## config.mk

```make
export PLATFORM = sky130hd
export DESIGN_NAME = lph_host
export DESIGN_NICKNAME = d
export VERILOG_FILES = /design/src/lph_pkg.sv /design/src/lph_host.sv
export SDC_FILE = /design/constraint.sdc
export NUM_CORES = 1
export LEC_CHECK = 0
export BUFFER_PORTS_ARGS = -buffer_cell sky130_fd_sc_hd__buf_2
export CORE_UTILIZATION = 45
export CTS_CLUSTER_DIAMETER = 30
export CTS_CLUSTER_SIZE = 30
export DETAILED_ROUTE_END_ITERATION = 10
export HOLD_SLACK_MARGIN = 0.03
export PLACE_DENSITY = 0.69
export SYNTH_ARGS = -nofsm -noshare
export SYNTH_HDL_FRONTEND = slang
export SYNTH_SLANG_ARGS = --single-unit
```

## constraint.sdc

```tcl
create_clock -name mclk -period 4.7 [get_ports mclk]
set_input_delay 0.94 -clock mclk [delete_from_list [all_inputs] [get_ports mclk]]
set_output_delay 0.94 -clock mclk [all_outputs]
set_load 0.02 [all_outputs]
```

## src/lph_pkg.sv

```systemverilog
// Shared constants and carrier types for the LPDDR2 host-side pin driver.
// Functional notes
// - Present command/address valid around both clock edges.
// - Chip select and clock gate change per rising edge.
// - Power-saving states entered and left via clock gate.
// - Read strobe edge aligned; write strobe centred in bits.
// - Strobe n times data lines 8n to 8n+7.
// - Mask high with byte leaves stored byte unchanged.
// - Mask n governs data lines 8n to 8n+7.
// - Eight banks selected by three-bit bank address.
// - Row 14 bits; column 10 (x16) or 9 (x32).
// - Refresh bookkeeping covers 8192 refreshes per round.
// - Latencies and burst length 4, 8, 16 programmable.
// - Interface clock runs between 10 and 533 MHz.
// - Data bus bidirectional, 16 or 32 lines wide.
// - Each command occupies exactly one clock cycle.
// - Activate selects bank and row; access gives column.
package lph_pkg;

    // ------------------------------------------------------------------
    // Geometry of the command/address bus and the memory array.
    // ------------------------------------------------------------------
    localparam int CA_W = 10;
    localparam int BANK_W = 3;
    localparam int ROW_W = 14;
    localparam int COL_W = 10;
    localparam int COL_W_X32 = 9;
    localparam int LANE_W = 8;
    localparam int OPC_W = 3;
    localparam int HI_W = 4;
    localparam int CA_OPC_LSB = 0;
    localparam int CA_BANK_LSB = 3;
    localparam int CA_HI_LSB = 6;

    // Command codes carried in the low bits of the rising-edge half.
    localparam logic [2:0] OPC_ACT = 3'h1;
    localparam logic [2:0] OPC_RD = 3'h2;
    localparam logic [2:0] OPC_WR = 3'h3;
    localparam logic [2:0] OPC_PRE = 3'h4;
    localparam logic [2:0] OPC_REF = 3'h5;

    // ------------------------------------------------------------------
    // Refresh, burst and timing constants.
    // ------------------------------------------------------------------
    localparam int REFRESH_COUNT = 8192;
    localparam int REF_CNT_W = 13;
    localparam logic [12:0] REF_CNT_LAST = 13'h1fff;
    localparam logic [1:0] BL_CODE_4 = 2'h1;
    localparam logic [1:0] BL_CODE_8 = 2'h2;
    localparam logic [1:0] BL_CODE_16 = 2'h3;
    localparam logic [7:0] BL_BEATS_4 = 8'h04;
    localparam logic [7:0] BL_BEATS_8 = 8'h08;
    localparam logic [7:0] BL_BEATS_16 = 8'h10;
    localparam int T_W = 8;
    localparam int MCLK_NS = 40;
    localparam int CK_PERIOD_NS = 80;
    localparam int CK_DIV = CK_PERIOD_NS / MCLK_NS;
    localparam int RD_SLACK_NS = 320;
    localparam logic [7:0] RD_SLACK_CYC = 8'(RD_SLACK_NS / MCLK_NS);

    // ------------------------------------------------------------------
    // Carrier types.
    // ------------------------------------------------------------------
    typedef enum logic [2:0] {
        OP_ACT, OP_READ, OP_WRITE, OP_PRE, OP_REF, OP_PD_ENTER, OP_PD_EXIT
    } lph_op_t;

    typedef struct packed {
        lph_op_t op;
        logic [2:0] bank_select;
        logic [13:0] row_addr;
        logic [9:0] column_addr;
    } lph_req_t;

    typedef struct packed {
        logic [3:0] read_latency_cycles;
        logic [3:0] write_latency_cycles;
        logic [1:0] bl_code;
    } lph_cfg_t;

endpackage

```

## src/lph_host.sv

```systemverilog
// Host-side driver of the LPDDR2 command, address and data pins.
module lph_host #(
    parameter int DQ_W = 32
) (
    input wire logic mclk,
    input wire logic rst_b,
    input wire lph_pkg::lph_cfg_t cfg,
    input wire logic req_valid,
    input wire lph_pkg::lph_req_t req,
    output logic req_ready,
    input wire logic [DQ_W-1:0] wr_data,
    input wire logic [DQ_W/8-1:0] wr_mask,
    output logic wr_take,
    output logic [DQ_W-1:0] rd_data,
    output logic rd_valid,
    output logic rd_timeout,
    output logic refresh_round,
    output logic ck,
    output logic ck_n,
    output logic cke,
    output logic cs_n,
    output logic [9:0] cmd_addr_bus,
    output logic [DQ_W-1:0] data_lines_o,
    output logic [DQ_W-1:0] data_lines_oe,
    input wire logic [DQ_W-1:0] data_lines_i,
    output logic [DQ_W/8-1:0] dqs_o,
    output logic [DQ_W/8-1:0] dqs_n_o,
    output logic [DQ_W/8-1:0] dqs_oe,
    input wire logic [DQ_W/8-1:0] dqs_i,
    output logic [DQ_W/8-1:0] write_byte_mask
);

    localparam int LANES = DQ_W / lph_pkg::LANE_W;

    typedef enum logic [1:0] {S_IDLE, S_CMD, S_WR, S_RD} lph_state_t;

    lph_state_t st_r, st_nxt;
    logic ph_r, ph_nxt;
    logic [7:0] t_r, t_nxt, tn, ws, we, bl, rl_end;
    logic [7:0] rd_cnt_r, rd_cnt_nxt;
    lph_pkg::lph_req_t req_r, req_nxt;
    lph_pkg::lph_cfg_t lat_r, lat_nxt;
    logic pd_r, pd_nxt, ready_r, ready_nxt, take_r, take_nxt;
    logic [12:0] ref_cnt_r, ref_cnt_nxt;
    logic ref_round_r, ref_round_nxt, rd_to_r, rd_to_nxt;
    logic cs_n_r, cs_n_nxt, cke_r, cke_nxt, dqs_lvl_r, dqs_lvl_nxt;
    logic wr_beat_r, wr_beat_nxt, oe_r, oe_nxt;
    logic [9:0] ca_r, ca_nxt;
    logic [DQ_W-1:0] dq_o_r, dq_o_nxt;
    logic [LANES-1:0] dm_r, dm_nxt;
    logic ck_r, ck_n_r;
    logic [LANES-1:0] dqs_o_r, dqs_n_o_r;
    logic [DQ_W-1:0] dq_s1_r, dq_s2_r, lane_dat_r, lane_dat_nxt, rd_data_r, rd_data_nxt;
    logic [LANES-1:0] dqs_s1_r, dqs_s2_r, dqs_s3_r, got_r, got_nxt;
    logic rd_valid_r, rd_valid_nxt;

    // ----------
    // Command/address encoding helpers.
    // ----------

    // The x32 part has one column bit fewer, so the top bit is forced low.
    function automatic logic [9:0] col_eff(input lph_pkg::lph_req_t r);
        return (DQ_W == 32) ? {1'b0, r.column_addr[8:0]} : r.column_addr;
    endfunction

    // Rising half: opcode, bank and the high address bits.
    function automatic logic [9:0] ca_rise(input lph_pkg::lph_req_t r);
        logic [9:0] ca;
        logic [9:0] c;
        ca = 10'h000;
        c = col_eff(r);
        ca[lph_pkg::CA_BANK_LSB +: lph_pkg::BANK_W] = r.bank_select;
        unique case (r.op)
            lph_pkg::OP_ACT: begin
                ca[lph_pkg::CA_OPC_LSB +: lph_pkg::OPC_W] = lph_pkg::OPC_ACT;
                ca[lph_pkg::CA_HI_LSB +: lph_pkg::HI_W] = r.row_addr[13:10];
            end
            lph_pkg::OP_READ: begin
                ca[lph_pkg::CA_OPC_LSB +: lph_pkg::OPC_W] = lph_pkg::OPC_RD;
                ca[lph_pkg::CA_HI_LSB +: lph_pkg::HI_W] = c[9:6];
            end
            lph_pkg::OP_WRITE: begin
                ca[lph_pkg::CA_OPC_LSB +: lph_pkg::OPC_W] = lph_pkg::OPC_WR;
                ca[lph_pkg::CA_HI_LSB +: lph_pkg::HI_W] = c[9:6];
            end
            lph_pkg::OP_PRE: ca[lph_pkg::CA_OPC_LSB +: lph_pkg::OPC_W] = lph_pkg::OPC_PRE;
            default: ca[lph_pkg::CA_OPC_LSB +: lph_pkg::OPC_W] = lph_pkg::OPC_REF;
        endcase
        return ca;
    endfunction

    // Falling half: low row bits for an activate, low column bits otherwise.
    function automatic logic [9:0] ca_fall(input lph_pkg::lph_req_t r);
        logic [9:0] c;
        c = col_eff(r);
        if (r.op == lph_pkg::OP_ACT) begin
            return r.row_addr[9:0];
        end
        return {4'h0, c[5:0]};
    endfunction

    function automatic logic [7:0] bl_beats(input logic [1:0] code);
        unique case (code)
            lph_pkg::BL_CODE_4: return lph_pkg::BL_BEATS_4;
            lph_pkg::BL_CODE_16: return lph_pkg::BL_BEATS_16;
            default: return lph_pkg::BL_BEATS_8;
        endcase
    endfunction

    // ----------
    // Sequencer: one interface clock is two mclk cycles, phase 0 first.
    // ----------

    // Burst window edges in mclk cycles counted from the command's first half.
    always_comb begin
        bl = bl_beats(lat_r.bl_code);
        ws = 8'(lph_pkg::CK_DIV * lat_r.write_latency_cycles);
        we = ws + bl;
        rl_end = 8'(lph_pkg::CK_DIV * lat_r.read_latency_cycles) + bl + lph_pkg::RD_SLACK_CYC;
        tn = t_r + 8'h01;
    end

    // Next state, pin values for the following cycle and bookkeeping.
    always_comb begin
        st_nxt = st_r;
        ph_nxt = ~ph_r;
        t_nxt = t_r;
        req_nxt = req_r;
        lat_nxt = lat_r;
        pd_nxt = pd_r;
        ref_cnt_nxt = ref_cnt_r;
        ref_round_nxt = 1'b0;
        rd_to_nxt = 1'b0;
        rd_cnt_nxt = rd_cnt_r;
        cs_n_nxt = cs_n_r;
        cke_nxt = cke_r;
        ca_nxt = ca_r;
        dq_o_nxt = dq_o_r;
        dm_nxt = '0;
        oe_nxt = 1'b0;
        dqs_lvl_nxt = 1'b0;
        wr_beat_nxt = 1'b0;
        take_nxt = 1'b0;
        unique case (st_r)
            S_IDLE: begin
                // Requests are taken only in phase 1 so a command starts on a rising edge.
                if (req_valid && ready_r && !(pd_r && req.op != lph_pkg::OP_PD_EXIT)) begin
                    req_nxt = req;
                    lat_nxt = cfg;
                    st_nxt = S_CMD;
                    t_nxt = 8'h00;
                    if (req.op == lph_pkg::OP_PD_ENTER) begin
                        cke_nxt = 1'b0;
                        pd_nxt = 1'b1;
                    end else if (req.op == lph_pkg::OP_PD_EXIT) begin
                        cke_nxt = 1'b1;
                        pd_nxt = 1'b0;
                    end else begin
                        cs_n_nxt = 1'b0;
                        ca_nxt = ca_rise(req);
                    end
                end
            end
            S_CMD: begin
                t_nxt = tn;
                if (t_r == 8'h00) begin
                    ca_nxt = ca_fall(req_r);
                end else begin
                    // Chip select returns high after exactly one interface clock.
                    cs_n_nxt = 1'b1;
                    ca_nxt = 10'h000;
                    st_nxt = S_IDLE;
                    if (req_r.op == lph_pkg::OP_WRITE) begin
                        st_nxt = S_WR;
                        oe_nxt = (tn >= ws - 8'h02);
                    end else if (req_r.op == lph_pkg::OP_READ) begin
                        st_nxt = S_RD;
                        rd_cnt_nxt = 8'h00;
                    end else if (req_r.op == lph_pkg::OP_REF) begin
                        ref_cnt_nxt = ref_cnt_r + 13'h0001;
                        ref_round_nxt = (ref_cnt_r == lph_pkg::REF_CNT_LAST);
                    end
                end
            end
            S_WR: begin
                t_nxt = tn;
                // One interface clock of preamble with the strobe held low.
                oe_nxt = (tn >= ws - 8'h02) && (tn < we);
                if (tn >= ws && tn < we) begin
                    dq_o_nxt = wr_data;
                    dm_nxt = wr_mask;
                    wr_beat_nxt = 1'b1;
                    dqs_lvl_nxt = ~ph_nxt;
                end
                take_nxt = (t_r + 8'h02 >= ws) && (t_r + 8'h02 < we);
                if (tn == we) begin
                    st_nxt = S_IDLE;
                end
            end
            S_RD: begin
                t_nxt = tn;
                // A lost strobe must not hang the sequencer, hence the timeout.
                if (rd_valid_nxt) begin
                    rd_cnt_nxt = rd_cnt_r + 8'h01;
                    if (rd_cnt_r + 8'h01 == bl) begin
                        st_nxt = S_IDLE;
                    end
                end else if (t_r >= rl_end) begin
                    st_nxt = S_IDLE;
                    rd_to_nxt = 1'b1;
                end
            end
        endcase
        ready_nxt = (st_nxt == S_IDLE) && ph_nxt;
    end

    // Register the sequencer state and all command-side pins.
    always_ff @(posedge mclk or negedge rst_b) begin
        if (!rst_b) begin
            st_r <= S_IDLE;
            ph_r <= 1'b1;
            t_r <= 8'h00;
            req_r <= '0;
            lat_r <= '0;
            pd_r <= 1'b1;
            ref_cnt_r <= 13'h0000;
            ref_round_r <= 1'b0;
            rd_to_r <= 1'b0;
            rd_cnt_r <= 8'h00;
            ready_r <= 1'b0;
            take_r <= 1'b0;
            cs_n_r <= 1'b1;
            cke_r <= 1'b0;
            ca_r <= 10'h000;
            dq_o_r <= '0;
            dm_r <= '0;
            oe_r <= 1'b0;
            dqs_lvl_r <= 1'b0;
            wr_beat_r <= 1'b0;
        end else begin
            st_r <= st_nxt;
            ph_r <= ph_nxt;
            t_r <= t_nxt;
            req_r <= req_nxt;
            lat_r <= lat_nxt;
            pd_r <= pd_nxt;
            ref_cnt_r <= ref_cnt_nxt;
            ref_round_r <= ref_round_nxt;
            rd_to_r <= rd_to_nxt;
            rd_cnt_r <= rd_cnt_nxt;
            ready_r <= ready_nxt;
            take_r <= take_nxt;
            cs_n_r <= cs_n_nxt;
            cke_r <= cke_nxt;
            ca_r <= ca_nxt;
            dq_o_r <= dq_o_nxt;
            dm_r <= dm_nxt;
            oe_r <= oe_nxt;
            dqs_lvl_r <= dqs_lvl_nxt;
            wr_beat_r <= wr_beat_nxt;
        end
    end

    // ------------------------------------------------------------------
    // Clock and write strobe move on the falling mclk edge, so their edges
    // land half an mclk into each command or data half and stay centred.
    // ------------------------------------------------------------------
    always_ff @(negedge mclk or negedge rst_b) begin
        if (!rst_b) begin
            ck_r <= 1'b0;
            ck_n_r <= 1'b1;
            dqs_o_r <= '0;
            dqs_n_o_r <= '1;
        end else begin
            ck_r <= ~ph_r;
            ck_n_r <= ph_r;
            dqs_o_r <= {LANES{dqs_lvl_r}};
            dqs_n_o_r <= {LANES{~dqs_lvl_r}};
        end
    end

    // ------------------------------------------------------------------
    // Read capture: pins pass two flip-flops, then each lane takes its byte
    // on every change of its own strobe during a read. Data and strobe share the same
    // synchroniser delay, which trades capture margin for simplicity.
    // ------------------------------------------------------------------
    always_comb begin
        lane_dat_nxt = lane_dat_r;
        got_nxt = got_r;
        rd_valid_nxt = 1'b0;
        rd_data_nxt = rd_data_r;
        for (int n = 0; n < LANES; n++) begin
            if (st_r == S_RD && dqs_s2_r[n] != dqs_s3_r[n]) begin
                lane_dat_nxt[n*lph_pkg::LANE_W +: lph_pkg::LANE_W] =
                    dq_s2_r[n*lph_pkg::LANE_W +: lph_pkg::LANE_W];
                got_nxt[n] = 1'b1;
            end
        end
        if (&got_nxt) begin
            rd_valid_nxt = 1'b1;
            rd_data_nxt = lane_dat_nxt;
            got_nxt = '0;
        end
        if (st_r != S_RD) begin
            got_nxt = '0;
        end
    end

    // Register synchronisers and the capture state.
    always_ff @(posedge mclk or negedge rst_b) begin
        if (!rst_b) begin
            dq_s1_r <= '0;
            dq_s2_r <= '0;
            dqs_s1_r <= '0;
            dqs_s2_r <= '0;
            dqs_s3_r <= '0;
            lane_dat_r <= '0;
            got_r <= '0;
            rd_valid_r <= 1'b0;
            rd_data_r <= '0;
        end else begin
            dq_s1_r <= data_lines_i;
            dq_s2_r <= dq_s1_r;
            dqs_s1_r <= dqs_i;
            dqs_s2_r <= dqs_s1_r;
            dqs_s3_r <= dqs_s2_r;
            lane_dat_r <= lane_dat_nxt;
            got_r <= got_nxt;
            rd_valid_r <= rd_valid_nxt;
            rd_data_r <= rd_data_nxt;
        end
    end

    assign req_ready = ready_r;
    assign wr_take = take_r;
    assign rd_data = rd_data_r;
    assign rd_valid = rd_valid_r;
    assign rd_timeout = rd_to_r;
    assign refresh_round = ref_round_r;
    assign ck = ck_r;
    assign ck_n = ck_n_r;
    assign cke = cke_r;
    assign cs_n = cs_n_r;
    assign cmd_addr_bus = ca_r;
    assign data_lines_o = dq_o_r;
    assign data_lines_oe = {DQ_W{oe_r}};
    assign dqs_o = dqs_o_r;
    assign dqs_n_o = dqs_n_o_r;
    assign dqs_oe = {LANES{oe_r}};
    assign write_byte_mask = dm_r;
endmodule

```

==> impl_metrics.ini, run 1 <==
[status]
outcome = finished, final reports clean

[placed_design]
port_buffers = 244
place_area_um2 = 12500
gp_congestion = 0.848
dp_hpwl_um = 16200
dp.cells = 1372

[sta]
skew_ps = 41.7
tightestPinTransition_ps = 908
final_max_slew_viol_count = 0
final.setup.tns_ps = 0
final_hold_viol_count = 0
final-setup-viol-count = 0
rsz0062_at_grt = false
slew_headroom_pct = 39.3

[detailed_routing]
drt_iter0_drc = 300
wl_per_cell_um = 16.3
vias = 7410
drt_pass1_iterations = 5
avgViaCountPerCell = 5.04
drtAntennaViolNets = 0
totalWireLength_um = 24000
drcViolationCount = 0

[die]
die_y_um = 160
core_area_um2 = 24400
ioPinCount = 246
fp.dieW_um = 160
initial_core_util_pct = 46.0
fp.dieArea_um2 = 25600
rows = 57

[finish]
instances_no_fill = 1470
multi_input_area_um2 = 3990
drive_above_1_share_pct = 41.8
areaGrowthSynthToFinish_pct = 29.2
diodes = 0
fillers = 1987
seq_area_um2 = 6640
fin_nets = 1268
fin_area_um2 = 14500

[run]
maxCapViolations = 0

[logic_synthesis]
synth-xor-area-share_pct = 2.63
yosysMostFrequentCell = dfrtp_1
synth_mux_area_share_pct = 12.6
synth-compound-area-share_pct = 6.51
synthArstFlopShare_pct = 100
yosysWarnings = 0
synthTopCellsByCount = dfrtp_1, mux2_2, nand2_1
synthAdderAreaFrac_pct = 5.71
ys_seq_elements = 265
syn_area_um2 = 11200
avgSynthCellArea_um2 = 12.9
yosysSeqAreaShare_pct = 59.2
synth-simple-area-share_pct = 8.00
syn_inst = 867
synth_cell_types = 71
synth-edff-count = 0
synth_top_family_by_area = multiplexers
synth_ff_type = dfrtp_1
synth.largest_area_cell = dfrtp_1
synth_fp_nets = 1032
netlist_top_cells_area = dfrtp_1, mux2_2, ha_1
synth_top_area_share_pct = 57.5

[worst_setup_path]
crit_slowest_cell = dfstp_2
path_delay_family = flip-flops
crit_path_end_kind = output pin
reg2regPathDepth = 13
cp-start-kind = flip-flop
r2r_end = st_r[1]
crit_required_ps = 3760
crit_cells = 1
worstPathCellList = buf_2
crit_type = reg2out
r2r-start = lat_r[0]
cp-endpoint = dqs_n_o[2]
crit_start = dqs_n_o[0]
cpPeakStageDelay_ps = 540
worstPathMaxFanout = 4
r2r_slack_ps = 1070
path_buf_inv = 1
worstPathArrival_ps = 3640

[power]
ir_worst_vdd_mv = 0.426
power_density_nw_per_um2 = 692
p_leak_uw = 0.00715

[clock_network]
htreeDepth = 2
root_buffer = clkbuf_16
cts_resized = 0
holdBufCountCts = 0
clock_latency_ps = 570
cts_setup_buffers = 0
cts_tree = done
cts.path.max_buffers = 3
cts_sinks = 265
cts-buffers-inserted = 52
path_clk_slew_ps = 50

[global_routing]
grtUsageTotal_pct = 19.1
grt_pass1_vias = 7691
antenna_found_initial = 1
grt_pass1_wl_um = 39300
grt-ovfl-total = 0
grt_max_degree = 140

[worst_hold_path]
worstHoldPathType = in2async
per-stage QoR:
step	utilization [%]	setup WS (ps)	power (uW)	hold WS, ps
6_report	59.4	115	10000	203
5_1_grt	59.4	77.1	10600	190
4_1_cts	59.4	93.8	10200	178
3_5_place_dp	51.2	722	5990	335
3_3_place_gp	51.2	723	5890	331
2_1_floorplan	-	666	5200	331
logic make-up after synthesis:
logic type	after synthesis
fa+ha+maj	50
mux	126
compound gates	107
flops	265
buf+inv	109
simple gates	178
xor+xnor	32
power by group:
| group | switching, uW | total, uW | internal (uW) |
|---|---|---|---|
| clock network | 1280 | 4080 | 2810 |
| logic | 1540 | 2750 | 1210 |
| registers | 366 | 3200 | 2840 |
| total | 3190 | 10000 | 6850 |
flip-flops by register name, summed over array words and instances, names as in the netlist, 2 cells and up:
register,cells
data_lines_o,32
dq_s1_r,32
dq_s2_r,32
lane_dat_r,32
rd_data,32
req_r,19
ref_cnt_r,13
cmd_addr_bus,10
lat_r,10
rd_cnt_r,8
t_r,8
dqs_s1_r,4
dqs_s2_r,4
dqs_s3_r,4
got_r,4
write_byte_mask,4
st_r,2
area by class of cell:
type	instances	share of cell area (%)
Clock buffer	59	9.81
Multi-Input combinational cell	493	27.5
Clock inverter	40	4.13
Timing Repair Buffer	251	8.94
Sequential cell	265	45.8
Inverter	38	0.984
Tap cell	324	2.80
worst min path at each step:
stage,to,start,slack [ps]
6_report,data_lines_o[28],rst_b,200
3_5_place_dp,dq_s2_r[24],dq_s1_r[24],330
5_1_grt,data_lines_o[27],rst_b,190
4_1_cts,data_lines_o[28],rst_b,180
3_3_place_gp,dq_s2_r[3],dq_s1_r[3],330
2_1_floorplan,dq_s2_r[0],dq_s1_r[0],330
layout by cell type, fill, tap and decap left out, types with 18 or more instances in the layout:
master / netlist / routed
ha_1: 48 / 48
clkbuf_16: 0 / 55
nor2_1: 46 / 46
a21oi_1: 29 / 29
dfrtp_1: 258 / 258
o21ai_0: 23 / 23
mux2_2: 113 / 113
xnor2_1: 18 / 18
inv_1: 39 / 40
nand2_1: 49 / 49
nand3_1: 18 / 18
buf_2: 14 / 243
layer usage:
metal / track usage, % / vias up / wire length (um)
met5: 0 / - / 13
met4: 6.49 / 2 / 508
met3: 5.56 / 41 / 1740
met2: 32.0 / 285 / 11700
met1: 23.7 / 3609 / 10000
li1: - / 3473 / -
Note: power is estimated with default switching activity, not from simulation.
==> run 2, diff against run 1 <==
BUFFER_PORTS_ARGS = not set   (was -buffer_cell sky130_fd_sc_hd__buf_2)
CORE_UTILIZATION = 60   (was 45)
DONT_BUFFER_PORTS = 1   (was not set)
PLACE_DENSITY = 0.77   (was 0.69)
==> run 2 against run 1 <==
Compared with the run above:
- the flow now finishes with violations (DRC)
- worst hold slack got worse by 71 ps
- sequential share of layout area increased by 6.5 points
- total power decreased by 10%
- non-clock buffer count decreased by 245
- final cell count decreased by 24%
- setup slack got worse by 24 ps
- critical path depth decreased by 1
- global-route usage increased by 5.6 points
- utilization increased by 10 points
- clock skew increased by 23 ps
- register-to-register slack got worse by 30 ps
- critical path type unchanged
- highest routed layer unchanged
==> impl_metrics.ini, run 2 (synthesis gave the netlist of run 1 again) <==
[status]
outcome = finished with violations
violations = DRC

[sta]
final_hold_viol_count = 0
skew_ps = 64.8
tightestPinTransition_ps = 897
final.setup.tns_ps = 0
setup_slack_ps = 91.0
rsz0062_at_grt = false
final_max_slew_viol_count = 0
final-setup-viol-count = 0
slew_headroom_pct = 40.1

[worst_setup_path]
worstPathArrival_ps = 3670
cp-start-kind = flip-flop
crit_cells = 0
crit_path_end_kind = output pin
reg2regPathDepth = 12
crit_type = reg2out
crit_required_ps = 3760
worstPathMaxFanout = 4

[die]
initial_core_util_pct = 61.8
fp.dieArea_um2 = 19300
rows = 49
fp.dieW_um = 139
ioPinCount = 246
core_area_um2 = 18100
die_y_um = 139

[placed_design]
dp_hpwl_um = 15300
port_buffers = 0
place_area_um2 = 11100
pre_cts_slack_ps = 649
gp_congestion = 0.900

[detailed_routing]
drcViolationCount = 24
wl_per_cell_um = 20.6
vias = 6590
drt_iter0_drc = 423
drtAntennaViolNets = 0
avgViaCountPerCell = 5.91
drt_pass1_iterations = 8
totalWireLength_um = 23000

[clock_network]
cts_tree = done
clock_latency_ps = 560
htreeDepth = 2
cts_sinks = 265
cts-buffers-inserted = 42
root_buffer = clkbuf_16
path_clk_slew_ps = 60
cts.path.max_buffers = 3
cts_resized = 0
cts_setup_buffers = 0
holdBufCountCts = 0

[worst_hold_path]
worstHoldPathType = in2async

[global_routing]
antenna_found_initial = 3
grt_pass1_wl_um = 37400
grt_pass1_vias = 7196
grt_max_degree = 266
grt-ovfl-total = 0
grtUsageTotal_pct = 24.8

[finish]
mostFrequentLayoutCells = dfrtp_1, mux2_2, nand2_1, ha_1
fin_area_um2 = 12700
areaGrowthSynthToFinish_pct = 13.1
final_common_cell = dfrtp_1
fin_nets = 1013
multi_input_area_um2 = 3990
fillers = 1203
seq_area_um2 = 6640
drive_above_1_share_pct = 24.6

[power]
total_power_uw = 9030
power_density_nw_per_um2 = 711
ir_worst_vdd_mv = 0.466
p_leak_uw = 0.00586

[run]
maxCapViolations = 0
run 2: worst paths after layout:
| kind | startpoint | endpoint | slack, ps |
|---|---|---|---|
| hold reg to reg | dqs_s1_r[3] | dqs_s2_r[3] | 340 |
| max in group asynchronous | rst_b | dqs_n_o[0] | 1960 |
| setup / recovery | dqs_n_o[0] | dqs_n_o[0] | 90 |
| setup reg to reg | lat_r[0] | data_lines_o[29] | 1040 |
| min in group mclk | dqs_s1_r[3] | dqs_s2_r[3] | 340 |
| hold / removal | rst_b | rd_data[7] | 130 |
run 2: routing by layer:
| metal | global-route usage (%) | vias up | share of wire (%) |
|---|---|---|---|
| met5 | 0 | - | 0.052 |
| met4 | 9.59 | 2 | 3.1 |
| met3 | 6.94 | 54 | 8.4 |
| met2 | 42.2 | 266 | 50 |
| met1 | 30.1 | 3320 | 38 |
| li1 | - | 2948 | - |
run 2: power breakdown:
part	internal, uW	total (uW)	switching (uW)
registers	2830	3520	689
logic	1030	2230	1200
clock network	2180	3270	1090
run 2: final cells by class:
cell class | count | share of cell area, %
sequential | 265 | 52.3
antenna | 5 | 0.0986
clock inverter | 29 | 2.66
inverter | 38 | 1.12
clock buffer | 51 | 9.54
multi-input combinational | 493 | 31.5
tap | 229 | 2.26
timing repair buffer | 6 | 0.513
run 2: stage by stage:
| step | util, % | hold slack, ps | cells |
|---|---|---|---|
| 2_1_floorplan | - | 331 | 867 |
| 3_3_place_gp | 61.3 | 333 | 1032 |
| 3_5_place_dp | 61.3 | 335 | 1032 |
| 4_1_cts | 69.8 | 112 | 1111 |
| 5_1_grt | 69.9 | 115 | 1113 |
| 6_report | 69.9 | 132 | 1116 |
